`src/verilog/usart_ctrl_pkg.sv`:
```
/*
 Register map, field positions, reset values and encodings of the serial channel
 control block. Assumes a 32-bit AXI4-Lite bus with byte addresses.
*/
`default_nettype none
package usart_ctrl_pkg;
   localparam int ADDR_W = 8;
   localparam int BAUD_W = 12;
   localparam logic [ADDR_W-1:0] OFF_CTRL_B = 8'h00;
   localparam logic [ADDR_W-1:0] OFF_CTRL_C = 8'h04;
   localparam logic [ADDR_W-1:0] OFF_BAUD_LOW = 8'h08;
   localparam logic [ADDR_W-1:0] OFF_BAUD_HIGH = 8'h0C;
   localparam logic [ADDR_W-1:0] OFF_CTRL_A = 8'h10;
   localparam int B_RXC_IE = 7;
   localparam int B_TXC_IE = 6;
   localparam int B_UDR_IE = 5;
   localparam int B_RX_EN = 4;
   localparam int B_TX_EN = 3;
   localparam int B_SIZE_HI = 2;
   localparam int B_RX9 = 1;
   localparam int B_TX9 = 0;
   localparam int C_MODE_LSB = 6;
   localparam int C_PAR_LSB = 4;
   localparam int C_STOP = 3;
   localparam int C_SIZE_LSB = 1;
   localparam int C_POL = 0;
   localparam int A_RXC = 7;
   localparam int A_TXC = 6;
   localparam int A_UDRE = 5;
   localparam int A_FE = 4;
   localparam int A_DOR = 3;
   localparam int A_PE = 2;
   localparam logic [7:0] CTRL_B_RESET = 8'h00;
   localparam logic [7:0] CTRL_C_RESET = 8'h06;
   localparam logic [BAUD_W-1:0] BAUD_RESET = 12'h000;
   localparam logic [1:0] RX_DEPTH = 2'h2;
   localparam logic [2:0] SIZE_NINE = 3'h7;
   localparam logic [3:0] BITS_BASE = 4'h5;
   localparam logic [3:0] BITS_NINE = 4'h9;
   localparam logic [3:0] BITS_DEFAULT = 4'h8;
   localparam logic [1:0] RESP_OKAY = 2'h0;
   localparam logic [1:0] RESP_SLVERR = 2'h2;
   typedef enum logic [1:0] {MODE_ASYNC, MODE_SYNC, MODE_RESERVED, MODE_MSPI} op_mode_t;
   typedef enum logic [1:0] {PAR_OFF, PAR_RESERVED, PAR_EVEN, PAR_ODD} parity_mode_t;
   typedef enum logic [2:0] {SEL_B, SEL_C, SEL_BL, SEL_BH, SEL_A, SEL_NONE} reg_sel_t;
endpackage
`default_nettype wire

```
`src/verilog/usart_ctrl.sv`:
```
/*
 Control, status and baud configuration of one serial channel, an AXI4-Lite slave.
 Assumes frame engines outside that shift bits and report events as one-cycle pulses,
 and a processor that supplies its global interrupt enable as a level.
*/
`timescale 1ns/1ps
`default_nettype none
// Contract
// Receive-done request needs its enable bit 7, global enable and rx_done flag.
// Transmit-done request needs its enable bit 6, global enable and tx_done flag.
// Buffer-empty request needs its enable bit 5, global enable and empty flag.
// Receiver enable owns the input pin; clearing it flushes buffer and error flags.
// Transmitter enable makes the transmitter own the output pin.
// After disable, keep the output pin until shifter and buffer are both empty.
// Software reads the received ninth bit before the low data bits.
// Software writes the ninth bit to send before the low data bits.
// Mode field: 0 async, 1 sync, 2 reserved, 3 master SPI.
// Parity field: 0 off, 1 reserved, 2 even, 3 odd; transmitter appends parity.
// Receiver checks parity of each frame and flags a mismatch.
// Stop select gives one or two transmit stop bits; receiver ignores it.
// Size code 0..3 gives 5..8 bits, 7 gives 9, both directions.
// Polarity 0: transmit on rising, sample on falling edge; 1 swaps.
// Software keeps polarity zero in asynchronous mode.
// Baud value is 12 bits: high byte holds top four, low byte eight.
// Writing the low baud byte reloads the prescaler at once.
// Software writes zeros to the reserved upper baud bits.
// Baud change applies at once, frames in flight may break.
// Receive-done flag follows unread data in buffer, cleared on disable.
// Transmit-done sets when frame out and buffer empty; cleared by ack or one.
// Buffer-empty flag shows transmit buffer free, set after reset.
// Software avoids reserved mode, parity and size codes.
module usart_ctrl
   import usart_ctrl_pkg::*;
(
   input wire logic sys_clk,
   input wire logic rst_n,
   input wire logic [ADDR_W-1:0] s_axi_awaddr,
   input wire logic s_axi_awvalid,
   output logic s_axi_awready,
   input wire logic [31:0] s_axi_wdata,
   input wire logic [3:0] s_axi_wstrb,
   input wire logic s_axi_wvalid,
   output logic s_axi_wready,
   output logic [1:0] s_axi_bresp,
   output logic s_axi_bvalid,
   input wire logic s_axi_bready,
   input wire logic [ADDR_W-1:0] s_axi_araddr,
   input wire logic s_axi_arvalid,
   output logic s_axi_arready,
   output logic [31:0] s_axi_rdata,
   output logic [1:0] s_axi_rresp,
   output logic s_axi_rvalid,
   input wire logic s_axi_rready,
   input wire logic globalIrqEnable,
   input wire logic txDoneIrqTaken,
   input wire logic rxFrameValid,
   input wire logic [8:0] rxFrameData,
   input wire logic rxFrameParity,
   input wire logic rxFrameStop,
   input wire logic rxOverrun,
   input wire logic rxBufferRead,
   input wire logic txBufferWrite,
   input wire logic [8:0] txFrameData,
   input wire logic txShiftLoad,
   input wire logic txShiftDone,
   input wire logic txShiftBusy,
   output logic rxIrqReq,
   output logic txIrqReq,
   output logic emptyIrqReq,
   output logic rxPinOwned,
   output logic txPinOwned,
   output logic rxFlush,
   output logic [1:0] operatingMode,
   output logic [1:0] parityMode,
   output logic twoStopBits,
   output logic [3:0] dataBits,
   output logic txParityBit,
   output logic txChangeOnRising,
   output logic rxSampleOnRising,
   output logic transmitNinthBit,
   output logic [BAUD_W-1:0] baudDivisor,
   output logic baudTick
);
   logic awHeld_reg, wHeld_reg, wLane0_reg;
   logic [ADDR_W-1:0] awAddr_reg;
   logic [7:0] wData_reg;
   logic [7:0] ctrlB_reg, ctrlC_reg, readByte;
   logic [3:0] baudHigh_reg;
   logic [7:0] baudLow_reg;
   logic [BAUD_W-1:0] baudCnt_reg;
   logic [1:0] rxCount_reg;
   logic frameErr_reg, overrun_reg, parityErr_reg, txDone_reg, txBufFull_reg;
   logic rxEnPrev_reg;
   logic doWrite, regWrite, rxStore, rxTake, rxMismatch;
   reg_sel_t selW, selR;

   function automatic reg_sel_t decode(input logic [ADDR_W-1:0] a);
      if (a == OFF_CTRL_B) decode = SEL_B;
      else if (a == OFF_CTRL_C) decode = SEL_C;
      else if (a == OFF_BAUD_LOW) decode = SEL_BL;
      else if (a == OFF_BAUD_HIGH) decode = SEL_BH;
      else if (a == OFF_CTRL_A) decode = SEL_A;
      else decode = SEL_NONE;
   endfunction

   function automatic logic [3:0] bits_of(input logic [2:0] code);
      if (!code[2]) bits_of = BITS_BASE + {2'h0, code[1:0]};
      else if (code == SIZE_NINE) bits_of = BITS_NINE;
      else bits_of = BITS_DEFAULT;
   endfunction

   // Odd parity is even parity inverted
   function automatic logic parity_of(input logic [8:0] d, input logic [3:0] n,
                                      input logic odd);
      logic p;
      p = odd;
      for (int i = 0; i < 9; i++) begin
         if (i < int'(n)) p = p ^ d[i];
      end
      parity_of = p;
   endfunction

   assign selW = decode(awAddr_reg);
   assign selR = decode(s_axi_araddr);
   assign doWrite = awHeld_reg && wHeld_reg && !s_axi_bvalid;
   assign regWrite = doWrite && wLane0_reg;

   always_ff @(posedge sys_clk) begin
      if (!rst_n) begin
         awHeld_reg <= 1'b0;
         s_axi_awready <= 1'b0;
         awAddr_reg <= '0;
      end else if (s_axi_awvalid && s_axi_awready) begin
         awHeld_reg <= 1'b1;
         awAddr_reg <= s_axi_awaddr;
         s_axi_awready <= 1'b0;
      end else if (s_axi_bvalid && s_axi_bready) begin
         awHeld_reg <= 1'b0;
         s_axi_awready <= 1'b1;
      end else if (!awHeld_reg) begin
         s_axi_awready <= 1'b1;
      end
   end

   always_ff @(posedge sys_clk) begin
      if (!rst_n) begin
         wHeld_reg <= 1'b0;
         s_axi_wready <= 1'b0;
         wData_reg <= 8'h00;
         wLane0_reg <= 1'b0;
      end else if (s_axi_wvalid && s_axi_wready) begin
         wHeld_reg <= 1'b1;
         wData_reg <= s_axi_wdata[7:0];
         wLane0_reg <= s_axi_wstrb[0];
         s_axi_wready <= 1'b0;
      end else if (s_axi_bvalid && s_axi_bready) begin
         wHeld_reg <= 1'b0;
         s_axi_wready <= 1'b1;
      end else if (!wHeld_reg) begin
         s_axi_wready <= 1'b1;
      end
   end

   always_ff @(posedge sys_clk) begin
      if (!rst_n) begin
         s_axi_bvalid <= 1'b0;
         s_axi_bresp <= RESP_OKAY;
      end else if (doWrite) begin
         s_axi_bvalid <= 1'b1;
         s_axi_bresp <= (selW == SEL_NONE) ? RESP_SLVERR : RESP_OKAY;
      end else if (s_axi_bready) begin
         s_axi_bvalid <= 1'b0;
      end
   end

   // Upper baud bits always read back as zero
   always_comb begin
      readByte = 8'h00;
      if (selR == SEL_B) readByte = ctrlB_reg;
      else if (selR == SEL_C) readByte = ctrlC_reg;
      else if (selR == SEL_BL) readByte = baudLow_reg;
      else if (selR == SEL_BH) readByte = {4'h0, baudHigh_reg};
      else if (selR == SEL_A) begin
         readByte[A_RXC] = rxCount_reg != 2'h0;
         readByte[A_TXC] = txDone_reg;
         readByte[A_UDRE] = !txBufFull_reg;
         readByte[A_FE] = frameErr_reg;
         readByte[A_DOR] = overrun_reg;
         readByte[A_PE] = parityErr_reg;
      end
   end

   always_ff @(posedge sys_clk) begin
      if (!rst_n) begin
         s_axi_arready <= 1'b0;
         s_axi_rvalid <= 1'b0;
         s_axi_rdata <= 32'h0000_0000;
         s_axi_rresp <= RESP_OKAY;
      end else if (s_axi_arvalid && s_axi_arready) begin
         s_axi_arready <= 1'b0;
         s_axi_rvalid <= 1'b1;
         s_axi_rdata <= {24'h00_0000, readByte};
         s_axi_rresp <= (selR == SEL_NONE) ? RESP_SLVERR : RESP_OKAY;
      end else if (s_axi_rvalid && s_axi_rready) begin
         s_axi_rvalid <= 1'b0;
         s_axi_arready <= 1'b1;
      end else if (!s_axi_rvalid) begin
         s_axi_arready <= 1'b1;
      end
   end

   // Received ninth bit is hardware owned; software writes to it are dropped
   always_ff @(posedge sys_clk) begin
      if (!rst_n) begin
         ctrlB_reg <= CTRL_B_RESET;
         ctrlC_reg <= CTRL_C_RESET;
      end else begin
         if (regWrite && selW == SEL_B) begin
            ctrlB_reg[7:2] <= wData_reg[7:2];
            ctrlB_reg[B_TX9] <= wData_reg[B_TX9];
         end
         if (rxStore) ctrlB_reg[B_RX9] <= rxFrameData[8];
         if (regWrite && selW == SEL_C) ctrlC_reg <= wData_reg;
      end
   end

   // No wait for frame edges on a reload: a shifting frame may be lost
   always_ff @(posedge sys_clk) begin
      if (!rst_n) begin
         baudHigh_reg <= BAUD_RESET[11:8];
         baudLow_reg <= BAUD_RESET[7:0];
         baudCnt_reg <= BAUD_RESET;
         baudTick <= 1'b0;
      end else begin
         if (regWrite && selW == SEL_BH) baudHigh_reg <= wData_reg[3:0];
         if (regWrite && selW == SEL_BL) begin
            baudLow_reg <= wData_reg;
            baudCnt_reg <= {baudHigh_reg, wData_reg}; // see
            baudTick <= 1'b0;
         end else if (baudCnt_reg == '0) begin
            baudCnt_reg <= {baudHigh_reg, baudLow_reg};
            baudTick <= 1'b1;
         end else begin
            baudCnt_reg <= baudCnt_reg - 1'b1;
            baudTick <= 1'b0;
         end
      end
   end

   assign rxStore = ctrlB_reg[B_RX_EN] && rxFrameValid && rxCount_reg < RX_DEPTH;
   assign rxTake = rxBufferRead && rxCount_reg != 2'h0;
   assign rxMismatch = ctrlC_reg[C_PAR_LSB+1] && (rxFrameParity != parity_of(rxFrameData,
                       dataBits, ctrlC_reg[C_PAR_LSB]));

   // Frame and parity error flags collect every frame stored since the last read, overrun every rxOverrun pulse; a new event beats a same-cycle read
   always_ff @(posedge sys_clk) begin
      if (!rst_n || !ctrlB_reg[B_RX_EN]) begin // see
         rxCount_reg <= 2'h0;
         frameErr_reg <= 1'b0;
         overrun_reg <= 1'b0;
         parityErr_reg <= 1'b0;
      end else begin
         rxCount_reg <= rxCount_reg + {1'b0, rxStore} - {1'b0, rxTake};
         frameErr_reg <= (frameErr_reg && !rxTake) || (rxStore && !rxFrameStop);
         overrun_reg <= (overrun_reg && !rxTake) || rxOverrun;
         parityErr_reg <= (parityErr_reg && !rxTake) || (rxStore && rxMismatch);
      end
   end

   // Writes into a full buffer are ignored; empty after reset
   always_ff @(posedge sys_clk) begin
      if (!rst_n) begin
         txBufFull_reg <= 1'b0;
         txDone_reg <= 1'b0;
      end else begin
         if (txBufferWrite && !txBufFull_reg && ctrlB_reg[B_TX_EN]) txBufFull_reg <= 1'b1;
         else if (txShiftLoad) txBufFull_reg <= 1'b0;
         if (txShiftDone && !txBufFull_reg) txDone_reg <= 1'b1;
         else if (txDoneIrqTaken || (regWrite && selW == SEL_A && wData_reg[A_TXC]))
            txDone_reg <= 1'b0;
      end
   end

   always_ff @(posedge sys_clk) begin
      if (!rst_n) begin
         rxPinOwned <= 1'b0;
         txPinOwned <= 1'b0;
         rxEnPrev_reg <= 1'b0;
         rxFlush <= 1'b0;
      end else begin
         rxPinOwned <= ctrlB_reg[B_RX_EN];
         rxEnPrev_reg <= ctrlB_reg[B_RX_EN];
         rxFlush <= rxEnPrev_reg && !ctrlB_reg[B_RX_EN];
         if (ctrlB_reg[B_TX_EN]) txPinOwned <= 1'b1;
         else if (!txBufFull_reg && !txShiftBusy) txPinOwned <= 1'b0;
      end
   end

   always_ff @(posedge sys_clk) begin
      if (!rst_n) begin
         rxIrqReq <= 1'b0;
         txIrqReq <= 1'b0;
         emptyIrqReq <= 1'b0;
      end else begin
         rxIrqReq <= ctrlB_reg[B_RXC_IE] && globalIrqEnable && rxCount_reg != 2'h0;
         txIrqReq <= ctrlB_reg[B_TXC_IE] && globalIrqEnable && txDone_reg;
         emptyIrqReq <= ctrlB_reg[B_UDR_IE] && globalIrqEnable && !txBufFull_reg;
      end
   end

   always_ff @(posedge sys_clk) begin
      if (!rst_n) begin
         dataBits <= BITS_DEFAULT;
         txParityBit <= 1'b0;
         txChangeOnRising <= 1'b1;
         rxSampleOnRising <= 1'b0;
      end else begin
         dataBits <= bits_of({ctrlB_reg[B_SIZE_HI], ctrlC_reg[C_SIZE_LSB+:2]});
         txParityBit <= parity_of(txFrameData, dataBits, ctrlC_reg[C_PAR_LSB]);
         txChangeOnRising <= !ctrlC_reg[C_POL];
         rxSampleOnRising <= ctrlC_reg[C_POL];
      end
   end

   assign operatingMode = ctrlC_reg[C_MODE_LSB+1:C_MODE_LSB];
   assign parityMode = ctrlC_reg[C_PAR_LSB+1:C_PAR_LSB];
   assign twoStopBits = ctrlC_reg[C_STOP];
   assign transmitNinthBit = ctrlB_reg[B_TX9];
   assign baudDivisor = {baudHigh_reg, baudLow_reg};

   rx_irq_a: assert property (@(posedge sys_clk) disable iff (!rst_n)
      ##1 rxIrqReq == $past(ctrlB_reg[B_RXC_IE] && globalIrqEnable && rxCount_reg != 2'h0))
      else $error("receive request mismatch");
   tx_irq_a: assert property (@(posedge sys_clk) disable iff (!rst_n)
      txIrqReq |-> $past(txDone_reg) && $past(globalIrqEnable) && $past(ctrlB_reg[B_TXC_IE]))
      else $error("transmit request without cause");
   empty_irq_a: assert property (@(posedge sys_clk) disable iff (!rst_n)
      ctrlB_reg[B_UDR_IE] && globalIrqEnable && !txBufFull_reg |=> emptyIrqReq)
      else $error("empty request missing");
   rx_flush_a: assert property (@(posedge sys_clk) disable iff (!rst_n)
      !ctrlB_reg[B_RX_EN] |=> rxCount_reg == 2'h0 && !parityErr_reg && !frameErr_reg)
      else $error("receive buffer not flushed");
   tx_release_a: assert property (@(posedge sys_clk) disable iff (!rst_n)
      $fell(txPinOwned) |-> !$past(txBufFull_reg) && !$past(txShiftBusy))
      else $error("pin released with data pending");
   tx_take_a: assert property (@(posedge sys_clk) disable iff (!rst_n)
      $rose(ctrlB_reg[B_TX_EN]) |=> txPinOwned [*2])
      else $error("pin not taken");
   baud_reload_a: assert property (@(posedge sys_clk) disable iff (!rst_n)
      regWrite && selW == SEL_BL |=> baudCnt_reg == {baudHigh_reg, baudLow_reg} && !baudTick)
      else $error("prescaler not reloaded");
   baud_tick_a: assert property (@(posedge sys_clk) disable iff (!rst_n)
      baudTick |-> baudCnt_reg == {$past(baudHigh_reg), $past(baudLow_reg)})
      else $error("tick without reload");
   parity_err_a: assert property (@(posedge sys_clk) disable iff (!rst_n)
      rxStore && rxMismatch |=> parityErr_reg)
      else $error("parity error lost");
   tx_done_a: assert property (@(posedge sys_clk) disable iff (!rst_n)
      txShiftDone && !txBufFull_reg |=> txDone_reg)
      else $error("transmit done lost");
   size_a: assert property (@(posedge sys_clk) disable iff (!rst_n)
      ##1 ($past(ctrlB_reg[B_SIZE_HI]) && $past(ctrlC_reg[2:1]) == 2'h3) |-> dataBits == 4'h9)
      else $error("nine bit size wrong");

   fill_c: cover property (@(posedge sys_clk) disable iff (!rst_n) rxCount_reg == RX_DEPTH);
   drain_c: cover property (@(posedge sys_clk) disable iff (!rst_n)
      !ctrlB_reg[B_TX_EN] && txPinOwned ##1 !txPinOwned);
   perr_c: cover property (@(posedge sys_clk) disable iff (!rst_n) $rose(parityErr_reg));
   reload_c: cover property (@(posedge sys_clk) disable iff (!rst_n)
      regWrite && selW == SEL_BL ##[1:300] baudTick);
endmodule
`default_nettype wire

```
`config.mk`:
```
export PLATFORM = sky130hd
export DESIGN_NAME = usart_ctrl
export DESIGN_NICKNAME = d
export VERILOG_FILES = /design/src/verilog/usart_ctrl_pkg.sv /design/src/verilog/usart_ctrl.sv
export SDC_FILE = /design/constraint.sdc
export NUM_CORES = 1
export LEC_CHECK = 0
export BUFFER_PORTS_ARGS = -buffer_cell sky130_fd_sc_hd__buf_4
export CAP_MARGIN = 20
export CORE_MARGIN = 1.5
export CORE_UTILIZATION = 50
export CTS_CLUSTER_SIZE = 8
export DETAILED_ROUTE_END_ITERATION = 10
export PLACE_DENSITY = 0.8
export SLEW_MARGIN = 20
export SYNTH_ARGS = -nofsm -noshare
export SYNTH_HDL_FRONTEND = slang
export SYNTH_SLANG_ARGS = --single-unit
```
`constraint.sdc`:
```
create_clock -name sys_clk -period 2.4 [get_ports sys_clk]
set_input_delay 0.48 -clock sys_clk [delete_from_list [all_inputs] [get_ports sys_clk]]
set_output_delay 0.48 -clock sys_clk [all_outputs]
set_load 0.005 [all_outputs]
```
# Word level (Yosys, flattened, before mapping)
# Cells that the tools add are included.
# totals
ff_bits	97
input_bits	88
out_inout_bits	73
wordCells	224
# classes
n_addsub	4
order_cmp	10
n_eq_ne	23
muxes	68
bitwise	19
reduce_logical	64
# op_table
operator	n
$mux W1	49
$logic_and A1 B1 Y1	34
$eq A8 B4 Y1 const B	4
$mux W12	2
$mux W3	8
$mux W8	3
$xor A1 B1 Y1	18
$eq A8 B3 Y1 const B	2
$eq A8 B5 Y1 const B	2
$logic_not A8 Y1	2
$lt A3 B4 Y1 const A	4
$reduce_bool A2 Y1	8
$eq A3 B3 Y1 const B	5
$eq A3 B2 Y1 const B	4
$logic_not A12 Y1	1
$mux W6	2
$sub A12 B1 Y12 const B	1
$logic_not A1 Y1	8
$lt A1 B4 Y1 const A	2
$lt A2 B4 Y1 const A	2
$reduce_or A2 Y1	4
$eq A3 B1 Y1 const B	2
$logic_not A3 Y1	2
$mux W2	3
other kinds (10)	16

# Longest topological paths before layout
# logic_depth
depth_word	26
mapped_depth	8
depth_no_buf	8

# Least setup slack after synthesis
# OpenSTA, ideal clock, no wires.
# synth_path
path_kind	reg2reg
start	register baudCnt_reg[0]
end	register baudCnt_reg[2]
setup_ps	127
arrival_time_ps	1597
required_time_ps	2273
path_slack_ps	676
stages_incl_launch_ff	8
path_buffers	1
synth_period_minus_slack_ps	1724
path_cell_list	dfxtp_1 > inv_1 > ha_1 > nor4b_1 > nand4_1 > buf_2 > o211ai_1 > a21boi_0
# synth_between
elab_chain_cells	3
word_cells_on_any_way	4
classes_between	1 x add/sub; 2 x mux; 1 x reduce/logical
# synth_rtl
item	line	rtl
start, declared	usart_ctrl.sv:90	logic [BAUD_W-1:0] baudCnt_reg;
start signal, assigned	usart_ctrl.sv:238	baudCnt_reg <= {baudHigh_reg, wData_reg};
start signal, assigned	usart_ctrl.sv:241	baudCnt_reg <= {baudHigh_reg, baudLow_reg};
start signal, assigned	usart_ctrl.sv:244	baudCnt_reg <= baudCnt_reg - 1'b1;
$sub A12 B1 Y12 / $logic_not A12 Y1 (equally long branches)	usart_ctrl.sv:244, usart_ctrl.sv:240	
$mux W12 *	usart_ctrl.sv:240	end else if (baudCnt_reg == '0) begin
$mux W12 *	usart_ctrl.sv:236	if (regWrite && selW == SEL_BL) begin
# Mark *: on every way between the ends. The rest lies on a longest branch, timed or not.
# A chain may end at the register's enable or synchronous reset.

# Worst setup path after layout
# layout_path
start	register baudCnt_reg[0]
end	register baudCnt_reg[11]
# The elaborated chain is that of the path after synthesis.

==> results by stage <==
Floorplanning:
- The horizontal die dimension is 99.26 um.
- The die area is around 9900 um^2.
- During I/O placement, the number of pins put on the boundary was 161.
- The starting density of the core is 52.36%.
- The vertical die dimension is 99.26 um.
- The total core area is 8848 um^2.
- After floorplanning, the core was divided into 34 placement rows.

Final layout:
- The multi-input gate area in the final layout is 2447 um^2.
- The post-route netlist has 21.35% of its cells at a drive strength greater than 1.
- The post-layout net count is 711.
- The register with the most flip-flops in the layout has 12 of them.
- The area growth from synthesis to layout is 19.55%.
- The filler cells instantiated in the layout total 774.
- Summing all flip-flop and latch instances after layout gives 1902 um^2.
- The number of antenna diodes in the final layout is 0.

GRT:
- The wire length of the first global-routing pass is 17200 um.
- The initial antenna violation count is 0.
- The via count of the first global-routing pass is 3661.
- The all-layer global routing usage is 21.76%.
- Global routing finished with a remaining overflow of 0.
- Entering global routing, the biggest net connects 53 pins.

Clock tree:
- The tree is rooted in a sky130_fd_sc_hd__clkbuf_8.
- The clock tree from TritonCTS is done.
- The clock net in this run drives a total of 95 sinks.
- Clock-pin slew was measured on the worst setup and hold paths at 0.09 ns.
- The depth of the CTS H-tree is 3.
- For the worst-skew pair, the clock arrives at the later sink with an insertion delay of around 0.36 ns.
- The maximum clock insertion buffer count is 2.
- Gates resized during post-CTS repair numbered 0.
- The number of hold-repair buffers added at the cts stage is 0.
- The post-CTS setup buffer count is 0.
- The number of buffers added by the clock tree synthesis step is 9.

STA:
- The final critical-path required period is around 2.1 ns.
- The max-slew violation count is 0.
- For the pin with the worst max-slew slack, the measured transition is between 0.6 and 0.7 ns.
- The tightest hold path in the finished design has a slack of roughly 0.34 ns.
- For the final routed database, the setup TNS stands at 0 ns.
- Setup repair after global routing left no endpoint under its margin.
- The relative slew slack is a little under three fifths.
- The share of the clock period used by the worst path is between 80 and 90%.
- The setup-violating endpoint count in the final report is 0.
- Based on the critical path, the design can be clocked at up to around 480 MHz.
- The final hold violation count is 0.
- The worst setup skew after layout is 0.008096 ns.

Synthesis:
- By area the synthesized netlist is led by sky130_fd_sc_hd__dfxtp_1 41%, sky130_fd_sc_hd__nand2_1 7.9%, sky130_fd_sc_hd__a21boi_0 7.3%.
- The count of distinct cell types in the synthesized netlist is 51.
- The cell area after synthesis is 4633 um^2.
- The cell count after synthesis is 528.
- The cell type contributing the most total cell area after synthesis is sky130_fd_sc_hd__dfxtp_1.
- The sequential cell area fraction in the yosys report is just over 40%.
- The adder-cell share of the synthesized area is 1.080%.
- The total of flip-flops plus latches after synthesis is 95.
- In the synthesized netlist the async set-or-reset flop fraction comes to 0%.
- The complex-gate fraction of the synthesized area is a little under a fifth.
- The combinational family with the most area after synthesis is simple AND/OR/NAND/NOR gates.
- Of the post-synthesis cell area, the dominant cell type holds 41.05%.
- Dividing the synthesized area by the synthesized cell count gives between 8 and 9 um^2.
- The xor/xnor cell area share of the yosys netlist is 4.915%.
- The proportion of synthesized area in mux cells is 5.725%.
- The area fraction in and, or, nand and nor cells after synthesis is 20.20%.
- The top flip-flop cell by instance count after synthesis is sky130_fd_sc_hd__dfxtp_1.
- In this run, synthesis inferred 0 flip-flops with an integrated enable.
- Yosys printed 0 warnings.

Detailed routing:
- The detailed router placed between 3000 and 4000 vias in this run.
- In the routed layout, each cell is associated on average with a via count of 5.399.
- The number of search-and-repair iterations in the first detailed-routing pass is 4.
- The first routing iteration left between 150 and 200 violations.
- The post-detailed-route count of antenna-violating nets is 0.
- The average wire length per cell after detail routing is about 15 um.
- For this run, design rule violations remaining after detail routing come to 0.
- The final layout contains routed wiring with a total length of around 11000 um.

Setup path:
- The number of buffers and inverters on the critical path is 2.
- The worst setup path is captured at a register.
- The cell with the largest stage delay on the worst path is sky130_fd_sc_hd__nor4b_1.
- The data required time at the worst endpoint is approximately 2.7 ns.
- Along the worst path, the maximum fanout reaches 7.
- The kind of cell adding the most delay to the critical path is simple AND/OR/NAND/NOR gates.
- At the worst endpoint, the arrival time is 2.35 ns.
- Traced cell by cell, the critical path runs through inv_1 > ha_1 > nor4b_1 > nand4_1 > buf_4 > nor2b_1 > o211a_1.
- The kind of start point of the critical path is a register.
- The critical path in this run is classified as register to register.
- The largest single stage delay on the critical path is 0.54 ns.

Place:
- The count of buffers added on input and output ports is around 110.
- The final RePlAce weighted congestion is around 0.86.
- Once detailed placement completed, the half-perimeter wirelength came to between 7000 and 8000 um.

Power:
- Across the VDD grid, the largest voltage drop is approximately 0.0004 V.
- The power density normalized to cell area is around 650 nW/um^2.
- The analysis attributes to cell leakage a power of 2.419 nW.

Hold path:
- The classification of the worst-slack hold path is primary input to register.

Outcome:
- The flow ran to the end, and the final reports show no timing, DRC or antenna violations.

Flow run:
- The number of max-cap violations is 0.
-- synthesized netlist by cell type (7+ instances only) --
cell type and number:
sky130_fd_sc_hd__buf_2 8, sky130_fd_sc_hd__nand3_1 7, sky130_fd_sc_hd__a21boi_0 45, sky130_fd_sc_hd__nor2b_1 19, sky130_fd_sc_hd__nor2_1 25, sky130_fd_sc_hd__xnor2_1 18
sky130_fd_sc_hd__o211a_1 8, sky130_fd_sc_hd__o211ai_1 13, sky130_fd_sc_hd__buf_4 31, sky130_fd_sc_hd__and2_1 7, sky130_fd_sc_hd__dfxtp_1 95, sky130_fd_sc_hd__nor3_1 8
sky130_fd_sc_hd__inv_1 10, sky130_fd_sc_hd__clkbuf_1 18, sky130_fd_sc_hd__a21oi_1 9, sky130_fd_sc_hd__mux2i_1 22, sky130_fd_sc_hd__o21ai_0 13, sky130_fd_sc_hd__xor2_1 8
sky130_fd_sc_hd__nand2_1 98
-- final cells by class --
type                       instances  share of cell area [%]
multi-input combinational        391                   44.18
sequential                        95                   34.33
timing repair buffer             112                   15.41
tap                              108                   2.440
clock buffer                      11                   2.372
inverter                          10                  0.6777
clock inverter                     4                  0.5873
-- worst paths after layout --
kind,endpoint,start,slack [ns],cells past startpoint
worst max-delay path,baudCnt_reg[11]$_SDFF_PN0_,baudCnt_reg[0]$_SDFF_PN0_,0.31,7
worst min register to register,rxFlush$_SDFF_PN0_,rxEnPrev_reg$_SDFF_PN0_,0.43,2
worst min-delay path,overrun_reg$_SDFF_PP0_,rxOverrun,0.34,3
worst max register to register,baudCnt_reg[11]$_SDFF_PN0_,baudCnt_reg[0]$_SDFF_PN0_,0.31,7
-- stage by stage --
| step | power, mW | utilization (%) | cell area (um^2) | std cells | setup WS, ns |
|---|---|---|---|---|---|
| after global routing | 3.817 | 62.60 | 5539 | 731 | 0.1443 |
| after global placement | 2.662 | 60.75 | 5375 | 716 | 0.4163 |
| after CTS | 3.616 | 62.60 | 5539 | 731 | 0.3371 |
| after floorplan | 2.480 | - | 4727 | 553 | 0.6762 |
| after detailed placement | 2.702 | 60.75 | 5375 | 716 | 0.3645 |
| final | 3.595 | 62.60 | 5539 | 731 | 0.3067 |
-- worst reg2reg max path, stage by stage (launching register included) --
cell and delay [ns]:
sky130_fd_sc_hd__dfxtp_1 0.35, sky130_fd_sc_hd__inv_1 0.06, sky130_fd_sc_hd__ha_1 0.19, sky130_fd_sc_hd__nor4b_1 0.54, sky130_fd_sc_hd__nand4_1 0.20, sky130_fd_sc_hd__buf_4 0.20
sky130_fd_sc_hd__nor2b_1 0.19, sky130_fd_sc_hd__o211a_1 0.25
-- where the power goes --
group / switching, mW / leakage [nW] / internal (mW) / total, mW
Sequential: 0.0940 / 0.772 / 1.69 / 1.78
Combinational: 0.430 / 1.57 / 0.462 / 0.892
Clock: 0.545 / 0.0760 / 0.377 / 0.923
-- kinds of logic (layout without fill, tap and decap cells) --
group,Yosys count,in the layout
AOI/OAI and AO/OA,117,117
xor gates and xnor gates,26,26
adders and majority gates,4,4
buffers and inverters,67,137
DFF,95,95
muxes,24,24
other,1,26
and+or+nand+nor,194,194
-- cell usage in the layout, fill, tap and decap left out, drive strengths merged, types with 3 or more instances in the layout --
cell type	instances
inv	11
o211a	8
clkbuf	11
a22oi	4
buf	112
xor2	8
o21ai	13
xnor2	18
nand3b	5
and2	7
o211ai	13
o311ai	3
nand4	4
nand3	7
nor4	3
mux2i	22
nand2	98
a21boi	47
o221ai	3
nor3b	6
nor3	8
o21a	6
dfxtp	95
nor2	26
conb	26
nor2b	19
ha	4
a21oi	9
-- per-layer routing --
metal | share of wire (%) | wire length [um] | vias up | GRT usage [%]
met3 | 7.1 | 750 | 14 | 4.006
met1 | 43 | 4556 | 1833 | 27.77
met2 | 49 | 5166 | 152 | 36.83
met4 | 1.4 | 148 | 0 | 8.126
li1 | - | - | 1948 | -
met5 | 0 | 0 | - | 0
Note: power is estimated with default switching activity, not from simulation.
